[src/rtl/rtc_calendar_defs.vh]
// Register offsets, field positions, reset values and timing for the calendar clock
`ifndef RTC_CALENDAR_DEFS_VH
`define RTC_CALENDAR_DEFS_VH

// ----------------------------------------
// Register offsets (word index on the plain port)
// ----------------------------------------
`define OFS_MAIN_CTRL     3'h0
`define OFS_LAP_CTRL      3'h1
`define OFS_SEC_DIV       3'h2
`define OFS_HOUR_MIN      3'h3
`define OFS_MONTH_DAY     3'h4
`define OFS_YEAR_WEEK     3'h5
`define OFS_EVENT_FLAGS   3'h6
`define OFS_EVENT_ENABLE  3'h7

// ----------------------------------------
// Field positions
// ----------------------------------------
`define BIT_RUN           0
`define BIT_DIV_CLEAR     1
`define BIT_FULL_DAY      4
`define BIT_BUSY          6
`define BIT_LAP_GO        0
`define BIT_LAP_CLEAR     4
`define BIT_HALF_DAY      14
`define FLAG_MASK         16'hf1ff

// ----------------------------------------
// Reset values
// ----------------------------------------
`define RST_HOUR_TENS     2'h1
`define RST_HOUR_UNITS    4'h2
`define RST_MONTH_UNITS   4'h1
`define RST_DAY_UNITS     4'h1

// ----------------------------------------
// Timing
// ----------------------------------------
`define CLK_HZ            200000000
`define DIV_TICK_HZ       256
`define LAP_TICK_HZ       100
`define DIV_TICK_CYCLES   (`CLK_HZ / `DIV_TICK_HZ)
`define LAP_TICK_CYCLES   (`CLK_HZ / `LAP_TICK_HZ)

`endif

[src/rtl/rtc_calendar_stopwatch_regs.v]
// Calendar clock, 1 Hz divider, lap timer and event flags behind a plain register port
//
// Behaviour
// - Lap clear while running restarts count from zero; while idle count holds zero.
// - Lap clear bit always reads zero.
// - Clearing go freezes the lap count; setting it resumes from the frozen value.
// - Lap stop takes effect at the next lap tick, so one more step may occur.
// - Seconds are BCD 0..59, tens in bits 14:12, units in bits 11:8, read/write.
// - Seconds register bits 7:0 read the divider stages, 1 Hz at bit 7; read-only.
// - Setting the divider clear bit zeroes all eight divider stages.
// - In 12-hour mode bit 14 holds the half-day bit, one for afternoon.
// - In 24-hour mode half-day reads zero, ignores ones, clears at next hour step.
// - Hours BCD in 13:12 and 11:8, 1..12 or 0..23, reset to twelve.
// - Minutes BCD 0..59, tens in 6:4, units in 3:0, reset to zero.
// - Month BCD 1..12, tens at bit 12, units in 11:8, reset to one.
// - Day BCD in bits 5:0, reset one, limit by month and leap year.
// - Weekday in bits 10:8 counts 0..6, zero is Sunday.
// - Year BCD 0..99, tens in 7:4, units in 3:0, reset to zero.
// - Flags set on their cause; writing one clears, writing zero does nothing.
// - Flag bits: 15 regulation, 14..12 lap events, 8 alarm, 7..0 time events.
// - Busy rises on each second step and holds for 1/256 second.
// - Full-day select picks 24-hour range without converting stored hours.
// - Each cause has an enable; request is high when flag and enable both are.
//
// Our own choices: the address-and-strobe port and the register offsets.
`timescale 1ns/10ps
`include "rtc_calendar_defs.vh"

module rtc_calendar_stopwatch_regs
#(
   parameter DIV_TICK_CYCLES = `DIV_TICK_CYCLES,
   parameter LAP_TICK_CYCLES = `LAP_TICK_CYCLES
)
(
   input  wire        clk_in,
   input  wire        rst_n_in,
   input  wire [2:0]  addr_in,
   input  wire [15:0] wdata_in,
   input  wire        wr_in,
   input  wire        rd_in,
   input  wire        alarm_in,
   input  wire        regulation_done_in,
   output reg  [15:0] rdata_out,
   output reg         irq_out
);

   // ----------------------------------------
   // Helpers
   // ----------------------------------------
   function [3:0] inc4;
      input [3:0] v;
      begin
         inc4 = v + 4'h1;
      end
   endfunction

   // Last day of the month in BCD, leap years by year divisible by four
   function [5:0] last_day;
      input       mo_t;
      input [3:0] mo_u;
      input [3:0] yr_t;
      input [3:0] yr_u;
      reg         leap;
      begin
         leap = yr_t[0] ? (yr_u == 4'h2 || yr_u == 4'h6)
                        : (yr_u == 4'h0 || yr_u == 4'h4 || yr_u == 4'h8);
         if (!mo_t && mo_u == 4'h2)
            last_day = leap ? 6'h29 : 6'h28;
         else if ((!mo_t && (mo_u == 4'h4 || mo_u == 4'h6 || mo_u == 4'h9)) ||
                  (mo_t && mo_u == 4'h1))
            last_day = 6'h30;
         else
            last_day = 6'h31;
      end
   endfunction

   // ----------------------------------------
   // State
   // ----------------------------------------
   reg        run_q;
   reg        div_clear_q;
   reg        full_day_q;
   reg        busy_q;
   reg        lap_go_q;
   reg        lap_active_q;
   reg [3:0]  lap_tenths_q;
   reg [3:0]  lap_hundredths_q;
   reg [31:0] div_pre_q;
   reg [31:0] lap_pre_q;
   reg [7:0]  div_q;
   reg [2:0]  sec_t_q;
   reg [3:0]  sec_u_q;
   reg [2:0]  min_t_q;
   reg [3:0]  min_u_q;
   reg        half_day_q;
   reg [1:0]  hr_t_q;
   reg [3:0]  hr_u_q;
   reg        mo_t_q;
   reg [3:0]  mo_u_q;
   reg [1:0]  day_t_q;
   reg [3:0]  day_u_q;
   reg [2:0]  week_q;
   reg [3:0]  yr_t_q;
   reg [3:0]  yr_u_q;
   reg [15:0] flags_q;
   reg [15:0] enable_q;

   wire div_tick = (div_pre_q == DIV_TICK_CYCLES - 1);
   wire lap_tick = (lap_pre_q == LAP_TICK_CYCLES - 1);
   wire step     = div_tick && run_q && !div_clear_q;
   wire sec_step = step && (div_q == 8'hff);
   wire wr_main  = wr_in && (addr_in == `OFS_MAIN_CTRL);
   wire wr_lap   = wr_in && (addr_in == `OFS_LAP_CTRL);
   wire wr_sec   = wr_in && (addr_in == `OFS_SEC_DIV);
   wire wr_hm    = wr_in && (addr_in == `OFS_HOUR_MIN);
   wire wr_md    = wr_in && (addr_in == `OFS_MONTH_DAY);
   wire wr_yw    = wr_in && (addr_in == `OFS_YEAR_WEEK);
   wire wr_flag  = wr_in && (addr_in == `OFS_EVENT_FLAGS);
   wire wr_en    = wr_in && (addr_in == `OFS_EVENT_ENABLE);

   // Cascade carries
   wire sec_wrap = sec_step && sec_t_q == 3'h5 && sec_u_q == 4'h9;
   wire min_wrap = sec_wrap && min_t_q == 3'h5 && min_u_q == 4'h9;
   wire hr_last  = full_day_q ? (hr_t_q == 2'h2 && hr_u_q == 4'h3)
                              : (hr_t_q == 2'h1 && hr_u_q == 4'h1 && half_day_q);
   wire day_wrap = min_wrap && hr_last;
   wire day_last = ({day_t_q, day_u_q} == last_day(mo_t_q, mo_u_q, yr_t_q, yr_u_q));
   wire mo_wrap  = day_wrap && day_last;
   wire yr_step  = mo_wrap && mo_t_q && mo_u_q == 4'h2;

   // Lap timer carries
   wire lap_step = lap_tick && lap_active_q;
   wire lap_10   = lap_step && lap_hundredths_q == 4'h9;
   wire lap_1    = lap_10 && lap_tenths_q == 4'h9;

   // ----------------------------------------
   // Main control, prescalers, divider
   // ----------------------------------------
   always @(posedge clk_in or negedge rst_n_in)
   begin
      if (!rst_n_in)
      begin
         run_q       <= 1'b0;
         div_clear_q <= 1'b0;
         full_day_q  <= 1'b0;
         busy_q      <= 1'b0;
         div_pre_q   <= 32'h0;
         lap_pre_q   <= 32'h0;
         div_q       <= 8'h00;
      end
      else
      begin
         if (wr_main)
         begin
            run_q      <= wdata_in[`BIT_RUN];
            full_day_q <= wdata_in[`BIT_FULL_DAY];
         end
         // Clear is held one cycle so software can see it in progress
         div_clear_q <= wr_main && wdata_in[`BIT_DIV_CLEAR];
         if (div_clear_q || div_tick)
            div_pre_q <= 32'h0;
         else
            div_pre_q <= div_pre_q + 32'h1;
         lap_pre_q <= lap_tick ? 32'h0 : lap_pre_q + 32'h1;
         if (div_clear_q)
            div_q <= 8'h00;
         else if (step)
            div_q <= div_q + 8'h01;
         // Busy spans exactly one divider tick after the second step
         if (sec_step)
            busy_q <= 1'b1;
         else if (div_tick || div_clear_q)
            busy_q <= 1'b0;
      end
   end

   // ----------------------------------------
   // Lap timer
   // ----------------------------------------
   always @(posedge clk_in or negedge rst_n_in)
   begin
      if (!rst_n_in)
      begin
         lap_go_q         <= 1'b0;
         lap_active_q     <= 1'b0;
         lap_tenths_q     <= 4'h0;
         lap_hundredths_q <= 4'h0;
      end
      else
      begin
         if (wr_lap)
            lap_go_q <= wdata_in[`BIT_LAP_GO];
         // Go is sampled only on the lap tick, so a stop may allow one last step
         if (lap_tick)
            lap_active_q <= lap_go_q;
         if (wr_lap && wdata_in[`BIT_LAP_CLEAR])
         begin
            lap_tenths_q     <= 4'h0;
            lap_hundredths_q <= 4'h0;
         end
         else if (lap_step)
         begin
            lap_hundredths_q <= lap_10 ? 4'h0 : inc4(lap_hundredths_q);
            if (lap_10)
               lap_tenths_q <= lap_1 ? 4'h0 : inc4(lap_tenths_q);
         end
      end
   end

   // ----------------------------------------
   // Calendar counters
   // ----------------------------------------
   always @(posedge clk_in or negedge rst_n_in)
   begin
      if (!rst_n_in)
      begin
         sec_t_q    <= 3'h0;
         sec_u_q    <= 4'h0;
         min_t_q    <= 3'h0;
         min_u_q    <= 4'h0;
         half_day_q <= 1'b0;
         hr_t_q     <= `RST_HOUR_TENS;
         hr_u_q     <= `RST_HOUR_UNITS;
         mo_t_q     <= 1'b0;
         mo_u_q     <= `RST_MONTH_UNITS;
         day_t_q    <= 2'h0;
         day_u_q    <= `RST_DAY_UNITS;
         week_q     <= 3'h0;
         yr_t_q     <= 4'h0;
         yr_u_q     <= 4'h0;
      end
      else
      begin
         // Seconds
         if (wr_sec)
         begin
            sec_t_q <= wdata_in[14:12];
            sec_u_q <= wdata_in[11:8];
         end
         else if (sec_step)
         begin
            sec_u_q <= (sec_u_q == 4'h9) ? 4'h0 : inc4(sec_u_q);
            if (sec_u_q == 4'h9)
               sec_t_q <= (sec_t_q == 3'h5) ? 3'h0 : sec_t_q + 3'h1;
         end
         // Hours and minutes
         if (wr_hm)
         begin
            min_t_q    <= wdata_in[6:4];
            min_u_q    <= wdata_in[3:0];
            hr_t_q     <= wdata_in[13:12];
            hr_u_q     <= wdata_in[11:8];
            half_day_q <= wdata_in[`BIT_HALF_DAY] && !full_day_q;
         end
         else if (sec_wrap)
         begin
            min_u_q <= (min_u_q == 4'h9) ? 4'h0 : inc4(min_u_q);
            if (min_u_q == 4'h9)
               min_t_q <= (min_t_q == 3'h5) ? 3'h0 : min_t_q + 3'h1;
            if (min_wrap)
            begin
               if (full_day_q)
               begin
                  half_day_q <= 1'b0;
                  if (hr_last)
                  begin
                     hr_t_q <= 2'h0;
                     hr_u_q <= 4'h0;
                  end
                  else if (hr_u_q == 4'h9)
                  begin
                     hr_t_q <= hr_t_q + 2'h1;
                     hr_u_q <= 4'h0;
                  end
                  else
                     hr_u_q <= inc4(hr_u_q);
               end
               else
               begin
                  // 11 turns to 12 and flips the half day; 12 turns to 1
                  if (hr_t_q == 2'h1 && hr_u_q == 4'h1)
                  begin
                     hr_u_q     <= 4'h2;
                     half_day_q <= !half_day_q;
                  end
                  else if (hr_t_q == 2'h1 && hr_u_q == 4'h2)
                  begin
                     hr_t_q <= 2'h0;
                     hr_u_q <= 4'h1;
                  end
                  else if (hr_u_q == 4'h9)
                  begin
                     hr_t_q <= 2'h1;
                     hr_u_q <= 4'h0;
                  end
                  else
                     hr_u_q <= inc4(hr_u_q);
               end
            end
         end
         // Month and day
         if (wr_md)
         begin
            mo_t_q  <= wdata_in[12];
            mo_u_q  <= wdata_in[11:8];
            day_t_q <= wdata_in[5:4];
            day_u_q <= wdata_in[3:0];
         end
         else if (day_wrap)
         begin
            if (day_last)
            begin
               day_t_q <= 2'h0;
               day_u_q <= 4'h1;
               if (yr_step)
               begin
                  mo_t_q <= 1'b0;
                  mo_u_q <= 4'h1;
               end
               else if (mo_u_q == 4'h9)
               begin
                  mo_t_q <= 1'b1;
                  mo_u_q <= 4'h0;
               end
               else
                  mo_u_q <= inc4(mo_u_q);
            end
            else if (day_u_q == 4'h9)
            begin
               day_t_q <= day_t_q + 2'h1;
               day_u_q <= 4'h0;
            end
            else
               day_u_q <= inc4(day_u_q);
         end
         // Year and weekday
         if (wr_yw)
         begin
            week_q <= wdata_in[10:8];
            yr_t_q <= wdata_in[7:4];
            yr_u_q <= wdata_in[3:0];
         end
         else
         begin
            if (day_wrap)
               week_q <= (week_q == 3'h6) ? 3'h0 : week_q + 3'h1;
            if (yr_step)
            begin
               yr_u_q <= (yr_u_q == 4'h9) ? 4'h0 : inc4(yr_u_q);
               if (yr_u_q == 4'h9)
                  yr_t_q <= (yr_t_q == 4'h9) ? 4'h0 : inc4(yr_t_q);
            end
         end
      end
   end

   // ----------------------------------------
   // Event flags and request
   // ----------------------------------------
   reg [15:0] flag_set;
   reg [15:0] flags_d;

   always @*
   begin
      flag_set      = 16'h0000;
      flag_set[15]  = regulation_done_in;
      flag_set[14]  = lap_1;
      flag_set[13]  = lap_10;
      flag_set[12]  = lap_step;
      flag_set[8]   = alarm_in;
      flag_set[7]   = day_wrap;
      flag_set[6]   = min_wrap;
      flag_set[5]   = sec_wrap;
      flag_set[4]   = sec_step;
      flag_set[3]   = step && (div_q[6:0] == 7'h7f);
      flag_set[2]   = step && (div_q[5:0] == 6'h3f);
      flag_set[1]   = step && (div_q[4:0] == 5'h1f);
      flag_set[0]   = step && (div_q[2:0] == 3'h7);
      // A cause in the same cycle as a clear keeps the flag set
      flags_d = ((flags_q & ~(wr_flag ? wdata_in : 16'h0000)) | flag_set)
                & `FLAG_MASK;
   end

   always @(posedge clk_in or negedge rst_n_in)
   begin
      if (!rst_n_in)
      begin
         flags_q  <= 16'h0000;
         enable_q <= 16'h0000;
         irq_out  <= 1'b0;
      end
      else
      begin
         flags_q <= flags_d;
         if (wr_en)
            enable_q <= wdata_in & `FLAG_MASK;
         irq_out <= |(flags_d & (wr_en ? wdata_in : enable_q));
      end
   end

   // ----------------------------------------
   // Read port, data in the cycle after the strobe
   // ----------------------------------------
   reg [15:0] rd_mux;

   always @*
   begin
      case (addr_in)
         `OFS_MAIN_CTRL:
            rd_mux = {9'h000, busy_q, 1'b0, full_day_q, 2'b00, div_clear_q, run_q};
         `OFS_LAP_CTRL:
            rd_mux = {lap_tenths_q, lap_hundredths_q, 7'h00, lap_go_q};
         `OFS_SEC_DIV:
            rd_mux = {1'b0, sec_t_q, sec_u_q, div_q};
         `OFS_HOUR_MIN:
            rd_mux = {1'b0, half_day_q && !full_day_q, hr_t_q, hr_u_q,
                      1'b0, min_t_q, min_u_q};
         `OFS_MONTH_DAY:
            rd_mux = {3'h0, mo_t_q, mo_u_q, 2'h0, day_t_q, day_u_q};
         `OFS_YEAR_WEEK:
            rd_mux = {5'h00, week_q, yr_t_q, yr_u_q};
         `OFS_EVENT_FLAGS:
            rd_mux = flags_q;
         `OFS_EVENT_ENABLE:
            rd_mux = enable_q;
         default:
            rd_mux = 16'h0000;
      endcase
   end

   always @(posedge clk_in or negedge rst_n_in)
   begin
      if (!rst_n_in)
         rdata_out <= 16'h0000;
      else if (rd_in)
         rdata_out <= rd_mux;
      else
         rdata_out <= 16'h0000;
   end

endmodule

[config.mk]
export PLATFORM = sky130hd
export DESIGN_NAME = rtc_calendar_stopwatch_regs
export DESIGN_NICKNAME = d
export VERILOG_FILES = /design/src/rtl/rtc_calendar_stopwatch_regs.v
export VERILOG_INCLUDE_DIRS = /design/src /design/src/rtl
export SDC_FILE = /design/constraint.sdc
export NUM_CORES = 1
export LEC_CHECK = 0
export CELL_PAD_IN_SITES_DETAIL_PLACEMENT = 1
export CELL_PAD_IN_SITES_GLOBAL_PLACEMENT = 2
export CORE_AREA = 2 2 155 157
export CTS_BUF_LIST = sky130_fd_sc_hd__clkbuf_8
export CTS_CLUSTER_DIAMETER = 60
export DETAILED_ROUTE_END_ITERATION = 12
export DIE_AREA = 0 0 157 159
export DONT_BUFFER_PORTS = 1
export HOLD_SLACK_MARGIN = 0.12
export PLACE_DENSITY = 0.88
export SLEW_MARGIN = 30
export SYNTH_ARGS = -nofsm -noshare
export SYNTH_HDL_FRONTEND = slang
export SYNTH_SLANG_ARGS = --single-unit
[constraint.sdc]
create_clock -name clk_in -period 3.35 [get_ports clk_in]
set_clock_uncertainty 0.05 [all_clocks]
set_input_delay 0.1675 -clock clk_in [delete_from_list [all_inputs] [get_ports clk_in]]
set_output_delay 0.1675 -clock clk_in [all_outputs]
set_load 0.01 [all_outputs]
== After elaboration in Yosys (flattened, before gate mapping) ==
Index checks and enable logic that the tools add are counted.
Storage, ports and cells
  output and inout port bits: 17
  flip-flop bits (word level): 172
  input bits: 25
  logic and storage cells: 257
Cells by class
  add/subtract/negate cells: 17
  bitwise gates (word level): 4
  equal/unequal tests: 42
  reductions and logical operators: 79
  mux-type cells: 86
Operators by type and width (number)
  4-bit two-way mux: 37
  16-bit one-hot mux with 8 select lines: 1
  32-bit by 1-bit adder with 32-bit output (second input constant): 2
  32-bit two-way mux: 2
  16-bit two-way mux: 3
  4-bit equality test (second input constant): 10
  1-bit logical AND: 37
  4-bit by 1-bit adder with 4-bit output (second input constant): 9
  3-bit two-way mux: 11
  16-bit AND: 2
  32-bit by 20-bit equality test with 1-bit output (second input constant): 1
  32-bit by 21-bit equality test with 1-bit output (second input constant): 1
  2-bit nonzero test: 14
  2-bit two-way mux: 13
  3-bit equality test (second input constant): 8
  4-bit by 2-bit equality test with 1-bit output (second input constant): 4
  4-bit by 3-bit equality test with 1-bit output (second input constant): 4
  1-bit two-way mux: 16
  8-bit two-way mux: 2
  16-bit inverter: 1
  16-bit OR: 1
  16-bit OR reduction: 1
  2-bit AND reduction: 7
  3-bit by 1-bit adder with 3-bit output (second input constant): 3
  23 further kinds: 38

== Depth between registers and ports, before layout ==
Gate-level depths: netlist of run 1.
  word-level depth: 16
  gate-level depth with buffers: 10
  depth with buffers taken out: 9

== Worst setup path before layout of run 1 ==
OpenSTA, ideal clock, no wires.
  path type: reg-to-reg
  start point: reg yr_t_q[0]
  end point: reg yr_u_q[3]
  path slack: 840 ps
  period minus slack after synthesis: 2510 ps
  setup time: 141 ps
  data arrival time: 2318 ps
  data required time: 3159 ps
  stages on the path, launching flop included: 8
  path buffers: 0
  cell sequence: dfrtp_1 or4_1 o311ai_1 mux2i_2 o31ai_4 or4_1 o21ai_1 a31oi_1
Between the ends
  longest elaborated chain between the ends: 8
Ends and longest elaborated chain
  start, declared: line rtc_calendar_stopwatch_regs.v:103  | reg [3:0] yr_t_q;
  start signal, assigned: line rtc_calendar_stopwatch_regs.v:340  | yr_t_q <= wdata_in[7:4];
  start signal, assigned: line rtc_calendar_stopwatch_regs.v:351  | yr_t_q <= (yr_t_q == 4'h9) ? 4'h0 : inc4(yr_t_q);
  1-bit two-way mux: line rtc_calendar_stopwatch_regs.v:65  | leap = yr_t[0] ? (yr_u == 4'h2 || yr_u == 4'h6)
  1-bit two-way mux: line rtc_calendar_stopwatch_regs.v:68  | last_day = leap ? 6'h29 : 6'h28;
  6-bit two-way mux: line rtc_calendar_stopwatch_regs.v:67  | if (!mo_t && mo_u == 4'h2)
  6-bit equality test: line rtc_calendar_stopwatch_regs.v:127  | wire day_last = ({day_t_q, day_u_q} == last_day(mo_t_q, mo_u_q, yr_t_q, yr_u_q));
  1-bit logical AND: line rtc_calendar_stopwatch_regs.v:128  | wire mo_wrap = day_wrap && day_last;
  1-bit logical AND (2 in a row): line rtc_calendar_stopwatch_regs.v:129  | wire yr_step = mo_wrap && mo_t_q && mo_u_q == 4'h2;
  2-bit nonzero test (no line)
  end signal, assigned: line rtc_calendar_stopwatch_regs.v:341  | yr_u_q <= wdata_in[3:0];
  end signal, assigned: line rtc_calendar_stopwatch_regs.v:349  | yr_u_q <= (yr_u_q == 4'h9) ? 4'h0 : inc4(yr_u_q);
  end, declared: line rtc_calendar_stopwatch_regs.v:104  | reg [3:0] yr_u_q;
Every way passes these cells.
A chain may end at the register's enable or synchronous reset.

== Worst setup path in the final report of run 1 ==
  start point: reg div_pre_q[18]
  end point: reg mo_u_q[0]
Between the ends
  longest elaborated chain between the ends: 16
  elaborated cells on any way between the ends: 18
  classes of those cells: 1 x eq/ne; 4 x mux; 13 x reduce/logical
Ends and longest elaborated chain
  start, declared: line rtc_calendar_stopwatch_regs.v:88  | reg [31:0] div_pre_q;
  start signal, assigned: line rtc_calendar_stopwatch_regs.v:163  | div_pre_q <= div_pre_q + 32'h1;
  32-bit by 20-bit equality test with 1-bit output (*): line rtc_calendar_stopwatch_regs.v:108  | wire div_tick = (div_pre_q == DIV_TICK_CYCLES - 1);
  1-bit logical AND (*) (2 in a row): line rtc_calendar_stopwatch_regs.v:110  | wire step = div_tick && run_q && !div_clear_q;
  1-bit logical AND (*): line rtc_calendar_stopwatch_regs.v:111  | wire sec_step = step && (div_q == 8'hff);
  1-bit logical AND (*) (2 in a row): line rtc_calendar_stopwatch_regs.v:122  | wire sec_wrap = sec_step && sec_t_q == 3'h5 && sec_u_q == 4'h9;
  1-bit logical AND (*) (2 in a row): line rtc_calendar_stopwatch_regs.v:123  | wire min_wrap = sec_wrap && min_t_q == 3'h5 && min_u_q == 4'h9;
  1-bit logical AND (*): line rtc_calendar_stopwatch_regs.v:126  | wire day_wrap = min_wrap && hr_last;
  1-bit logical AND: line rtc_calendar_stopwatch_regs.v:128
  1-bit logical AND (2 in a row): line rtc_calendar_stopwatch_regs.v:129
  4-bit two-way mux: line rtc_calendar_stopwatch_regs.v:315  | if (yr_step)
  4-bit two-way mux: line rtc_calendar_stopwatch_regs.v:311  | if (day_last)
  4-bit two-way mux: line rtc_calendar_stopwatch_regs.v:309  | else if (day_wrap)
  4-bit two-way mux: line rtc_calendar_stopwatch_regs.v:302  | if (wr_md)
  end signal, assigned: line rtc_calendar_stopwatch_regs.v:225  | mo_u_q <= `RST_MONTH_UNITS;
  end signal, assigned: line rtc_calendar_stopwatch_regs.v:305  | mo_u_q <= wdata_in[11:8];
  end signal, assigned: line rtc_calendar_stopwatch_regs.v:326  | mo_u_q <= inc4(mo_u_q);
  end, declared: line rtc_calendar_stopwatch_regs.v:99  | reg [3:0] mo_u_q;
Mark *: on every way between the ends. The rest lies on a longest branch, timed or not. The select of a mux whose other input is x is not followed.

==> results.yml, run 1 <==
run_status:
  status: "finished, violations left"
  violations: "negative hold slack"
yosys:
  synth_commonest_cells: "dfrtp_1, nor2_1, nand2_1, nand3_1, o21ai_0"
  synth_edf_count: 0
  async_reset_ff_share_pct: 100
  synth_top_area_share_pct: 43.6
  netlist_area_um2: 9640
  syn_nets: 1079
  yosysMostFrequentCell: "dfrtp_1"
  synth_top_area_cell: "dfrtp_1"
  syn_avg_cell_area_um2: 9.27
  postSynthCellCount: 1040
  yosys_most_used_dff: "dfrtp_1"
  yosysWarningCount: 0
  ys_types: 83
  ys_top_cells_by_area: "dfrtp_1, nor2_1, nand2_1"
  seq_area_frac_synth_pct: 44.7
  ys_ff_latch: 172
floorplan:
  initial_core_util_pct: 41.6
  dieArea_um2: 25000
  die_w_um: 157
  die_h_um: 159
  io_pins: 42
  rows: 56
  fp.coreArea_um2: 23200
placed_design:
  place.detailed.hpwl_mm: 19.2
  port_buffers: 0
  gp_congestion: 0.818
  placedCellCount: 1330
detailed_routing:
  drtAntennaViolNets: 0
  wirelength_mm: 28.1
  wire_per_inst_um: 20.1
  drc: 0
  first_pass_iters: 5
  vias: 8004
  viasPerCell: 5.73
  drt_iter0_markers: 564
clock_network:
  cts_resized: 0
  hold_buffers: 34
  cts-buffers-inserted: 17
  cts_setup_buffers: 0
  cts_tree: "done"
  cts_max_level: 4
  root_buffer: "clkbuf_8"
  clkTransAtPathRegs_ps: 100
  clockBufferDepth: 2
  clock_sinks: 172
  clock_latency_ps: 480
pwr:
  internal_power_mw: 3.33
  swShare_pct: 34.6
  seq_power_share_pct: 52.6
  power_switching_mw: 1.76
  ir_worst_vdd_uv: 231
  power.leakage_nw: 4.66
  p_comb_share_pct: 18.8
  clkPwrFrac_pct: 28.6
  power.density_nw_per_um2: 476
sta:
  rsz0062_at_grt: "no"
  fin_crit_ps: 3050
  setup_violations: 0
  finalCritPeriodShare_pct: 91.1
  hold_ws_ps: -670
  tightest_slew_ps: 673
  hold_violations: 172
  drv_slew: 0
  max_freq_mhz: 328
  fin_setup_tns_ps: 0
  relSlewSlack_pct: 55.1
setup_path:
  start_kind: "register"
  worst-r2r-cell-count: 9
  cp_data_required_time_ps: 3720
  crit_arrival_ps: 3420
  worstSetupEndpointType: "register"
  critPathKind: "register to register"
  path_max_fanout: 16
  rrSetupSlack_ps: 300
grt:
  grt_overflow: 0
  grt_antenna_before_repair: 1
  grt_pass1_wl_mm: 45.9
  grt_start_max_net_pins: 173
  grt.total_usage_pct: 23.7
  grt_pass1_vias: 8318
layout:
  layout-drive-gt1-share_pct: 9.56
  final_cell_count_no_fill: 1397
  fin_util_pct: 46.1
  fillers: 2686
  area_growth_pct: 10.8
  fin_nets: 1103
job:
  maxCapViolCount: 0
worst_hold_path:
  hold_class: "primary input to asynchronous set/reset pin"
==> registers in the layout, summed over array words and instances (netlist names), 3 cells and up <==
register / count
lap_pre_q: 32
week_q: 3
hr_u_q: 4
rdata_out: 16
div_q: 8
lap_tenths_q: 4
div_pre_q: 32
flags_q: 13
mo_u_q: 4
yr_t_q: 4
enable_q: 13
min_t_q: 3
sec_u_q: 4
yr_u_q: 4
day_u_q: 4
sec_t_q: 3
min_u_q: 4
lap_hundredths_q: 4
==> stage by stage <==
| step | cell area [µm²] | power (mW) | setup slack [ps] | hold slack [ps] |
|---|---|---|---|---|
| finish | 10700 | 5.09 | 299 | -670 |
| global route | 10700 | 5.39 | 49.4 | -716 |
| CTS | 10700 | 5.12 | 350 | -710 |
| detailed placement | 9970 | 3.58 | 591 | -170 |
| global placement | 9970 | 3.54 | 665 | -171 |
| floorplan | 9640 | 3.31 | 840 | -178 |
==> worst max-delay path, stage by stage (launching register included) <==
cell           delay [ps]
dfrtp_1               430
nor4bb_1              390
nand3_1               320
nor3_4                370
nand3_2               120
buf_4                 220
nor2_1                260
xnor2_1                90
o21ai_0               170
dlygate4sd3_1         580
==> cells by family (layout without fill, tap and decap cells) <==
group / count (synthesis) / count (layout) / share of synthesized area (%)
AO/OA/AOI/OAI: 170 / 170 / 11.5
XOR/XNOR: 79 / 79 / 7.17
adder cells (fa/ha/maj): 15 / 15 / 1.92
buffers and inverters: 84 / 121 / 3.41
flip-flops: 172 / 172 / 44.7
multiplexers: 54 / 54 / 6.14
other: 0 / 1 / 0
AND/OR/NAND/NOR: 466 / 466 / 25.2
==> path summary, 6_finish.rpt <==
kind,start,end
max,div_pre_q[18]$_DFF_PN0_,mo_u_q[0]$_DFFE_PN1P_
min,rst_n_in,div_pre_q[16]$_DFF_PN0_
max reg2reg,div_pre_q[18]$_DFF_PN0_,mo_u_q[0]$_DFFE_PN1P_
min reg2reg,lap_pre_q[31]$_DFF_PN0_,lap_pre_q[31]$_DFF_PN0_
max in group asynchronous,rst_n_in,day_u_q[0]$_DFFE_PN1P_
min in group clk_in,addr_in[0],rdata_out[5]$_DFF_PN0_
==> cell usage in the layout, fill, tap and decap left out, types with 4 or more instances in the layout <==
master / count
nand2_1: 112
a21oi_1: 38
a221oi_1: 4
nor3b_1: 5
and4_1: 6
xor2_1: 39
and3_1: 18
dfrtp_1: 168
nor4_1: 13
o21ai_1: 6
nand3_1: 59
dlygate4sd3_1: 31
o211ai_1: 4
a22o_1: 4
dfstp_2: 4
nor2_1: 129
or3_1: 8
buf_4: 14
a21o_1: 9
nor3_1: 22
o22ai_1: 4
a22oi_1: 12
inv_6: 9
mux2i_1: 33
mux2_2: 18
inv_1: 41
o22a_1: 4
o21ai_0: 47
or4_1: 8
ha_1: 14
clkbuf_8: 18
nor2b_1: 26
xnor2_1: 40
a31oi_1: 10
nand4_1: 17
nand2b_1: 7
==> metal layers <==
| layer | share of wire (%) | vias to the layer above | wire length (µm) | global-route usage, % |
|---|---|---|---|---|
| li1 | - | 3707 | - | - |
| met1 | 44 | 4032 | 12500 | 31.7 |
| met2 | 48 | 206 | 13500 | 38.1 |
| met3 | 4.8 | 59 | 1360 | 5.01 |
| met4 | 2.6 | 0 | 735 | 7.84 |
| met5 | 0 | - | 0 | 0 |
==> power groups by stage <==
stage          sequential [mW]  combinational (mW)  clock, mW
2_1_floorplan             2.57               0.743          0
3_3_place_gp              2.69               0.846          0
3_5_place_dp              2.71               0.871          0
4_1_cts                   2.67               0.954       1.49
5_1_grt                   2.72                1.07       1.59
6_report                  2.68               0.958       1.46
==> area by class of cell <==
class / instances / area, µm² / area share [%]
multi-input combinational: 784 / 5010 / 46.8
sequential: 172 / 4310 / 40.3
timing repair buffer: 48 / 445 / 4.17
tap: 319 / 399 / 3.73
clock buffer: 18 / 248 / 2.32
inverter: 41 / 154 / 1.44
clock inverter: 14 / 123 / 1.15
antenna: 1 / 2.50 / 0.0234
Power figures use the tool's default switching activity.
==> run 2, diff against run 1 <==
clock period = 3.48 ns   (was 3.35 ns; I/O delays follow)
==> run 2 against run 1 <==
  * The run still ends with negative hold slack left
  * Via count shrank 1.7%
  * Utilization shrank 0.059 points
  * Highest routed layer unchanged
  * Routed wire length shrank 1.0%
  * Cell count shrank 0.43%
  * Critical path type unchanged
==> results.yml, run 2 (synthesis results as in run 1) <==
run_status:
  status: "finished, violations left"
  violations: "negative hold slack"
detailed_routing:
  vias: 7868
  wirelength_mm: 27.8
  first_pass_iters: 5
  drc: 0
  viasPerCell: 5.66
  drtAntennaViolNets: 0
  drt_iter0_markers: 498
  wire_per_inst_um: 20.0
sta:
  rsz0062_at_grt: "no"
  setup_violations: 0
  finalCritPeriodShare_pct: 90.6
  relSlewSlack_pct: 43.3
  fin_crit_ps: 3150
  drv_slew: 0
  hold_ws_ps: -662
  max_freq_mhz: 317
  tightest_slew_ps: 847
  fin_setup_tns_ps: 0
  hold_violations: 172
clock_network:
  cts_max_level: 4
  cts_tree: "done"
  cts-buffers-inserted: 17
  clockBufferDepth: 2
  hold_buffers: 32
  clkTransAtPathRegs_ps: 100
  root_buffer: "clkbuf_8"
  clock_latency_ps: 470
  cts_resized: 0
  cts_setup_buffers: 0
  clock_sinks: 172
pwr:
  clkPwrFrac_pct: 29.4
  power_switching_mw: 1.69
  seq_power_share_pct: 52.1
  power.density_nw_per_um2: 463
  p_comb_share_pct: 18.5
  p_total_mw: 4.94
  ir_worst_vdd_uv: 200
  internal_power_mw: 3.25
  power.leakage_nw: 4.64
  swShare_pct: 34.2
placed_design:
  place.detailed.hpwl_mm: 19.0
  place_area_um2: 9950
  gp_congestion: 0.832
  port_buffers: 0
floorplan:
  die_w_um: 157
  fp.coreArea_um2: 23200
  io_pins: 42
  rows: 56
  initial_core_util_pct: 41.6
  die_h_um: 159
  dieArea_um2: 25000
layout:
  area_growth_pct: 10.7
  final_cell_mix: "dfrtp_1, nor2_1, nand2_1"
  layout_commonest_cell: "dfrtp_1"
  fin_util_pct: 46.0
  layout-drive-gt1-share_pct: 9.33
  fin_nets: 1098
  diodes: 0
  fillers: 2672
  largestRegisters: "div_pre_q x32, lap_pre_q x32, rdata_out x16"
  stdcell_area_um2: 10700
setup_path:
  rrSetupSlack_ps: 330
  cp_data_required_time_ps: 3840
  critPathKind: "register to register"
  r2r_start: "div_pre_q[1]$_DFF_PN0_"
  crit_arrival_ps: 3510
  path_max_fanout: 11
  worstSetupEndpointType: "register"
  worst-r2r-cell-count: 11
  start_kind: "register"
  r2r-end: "mo_u_q[0]$_DFFE_PN1P_"
grt:
  grt_pass1_vias: 8347
  grt_overflow: 0
  grt_start_max_net_pins: 173
  grt.total_usage_pct: 23.4
  grt_pass1_wl_mm: 45.6
  grt_antenna_before_repair: 0
job:
  maxCapViolCount: 0
worst_hold_path:
  hold_class: "primary input to asynchronous set/reset pin"
## run 2: changes by cell type in the layout (fill, tap and decap cells not counted), moves of 2 or more
| cell | before | now |
|---|---|---|
| buf_4 | 14 | 11 |
| clkinvlp_4 | 1 | 3 |
| dlygate4sd3_1 | 31 | 29 |
| inv_6 | 9 | 6 |
## run 2: how the worst max path moves through the flow
stage | startpoint | end | slack (ps) | depth (start not counted)
after floorplan | yr_t_q[0]$_DFFE_PN0P_ | yr_u_q[3]$_DFFE_PN0P_ | 970 | 7
after global placement | div_pre_q[1]$_DFF_PN0_ | yr_t_q[3]$_DFFE_PN0P_ | 710 | 10
after detailed placement | div_pre_q[1]$_DFF_PN0_ | yr_t_q[3]$_DFFE_PN0P_ | 630 | 10
after CTS | addr_in[2] | mo_u_q[0]$_DFFE_PN1P_ | 100 | 9
after global routing | div_pre_q[1]$_DFF_PN0_ | mo_u_q[0]$_DFFE_PN1P_ | 40 | 11
final | div_pre_q[1]$_DFF_PN0_ | mo_u_q[0]$_DFFE_PN1P_ | 330 | 11
## run 2: layout make-up
cell class,instances,area [µm²],area share (%)
clock buffer,17,234,2.19
sequential,172,4310,40.4
inverter,41,154,1.44
multi-input combinational,784,5010,46.9
clock inverter,15,153,1.43
tap,319,399,3.74
timing repair buffer,43,418,3.92
## run 2: worst max-delay path, cell delays in order, from the launching register on
cell	delay, ps
dfrtp_1	420
inv_1	70
ha_1	130
nor4b_2	210
nand4_2	250
nor3_4	400
nand3_2	290
buf_4	270
nor2_1	230
xnor2_1	140
o21ai_0	80
dlygate4sd3_1	550
## run 2: through the flow
stage	worst slack, ps	hold WS, ps	std cells
global route	44.1	-707	1391
CTS	95.2	-700	1391
floorplan	970	-172	1040
global placement	707	-164	1327
detailed placement	631	-164	1327
finish	327	-662	1391
## run 2: power groups by stage
| stage | sequential, mW | combinational [mW] | clock [mW] |
|---|---|---|---|
| 2_1_floorplan | 2.47 | 0.715 | 0 |
| 3_3_place_gp | 2.59 | 0.813 | 0 |
| 3_5_place_dp | 2.60 | 0.837 | 0 |
| 4_1_cts | 2.57 | 0.919 | 1.50 |
| 5_1_grt | 2.62 | 1.03 | 1.58 |
| 6_report | 2.57 | 0.916 | 1.45 |
## run 2: layer usage
metal,vias up,share of wire [%],track usage (%)
met5,-,0,0
met4,0,2.8,8.22
met3,53,4.4,4.74
met2,163,48,38.3
met1,3963,45,30.8
li1,3689,-,-
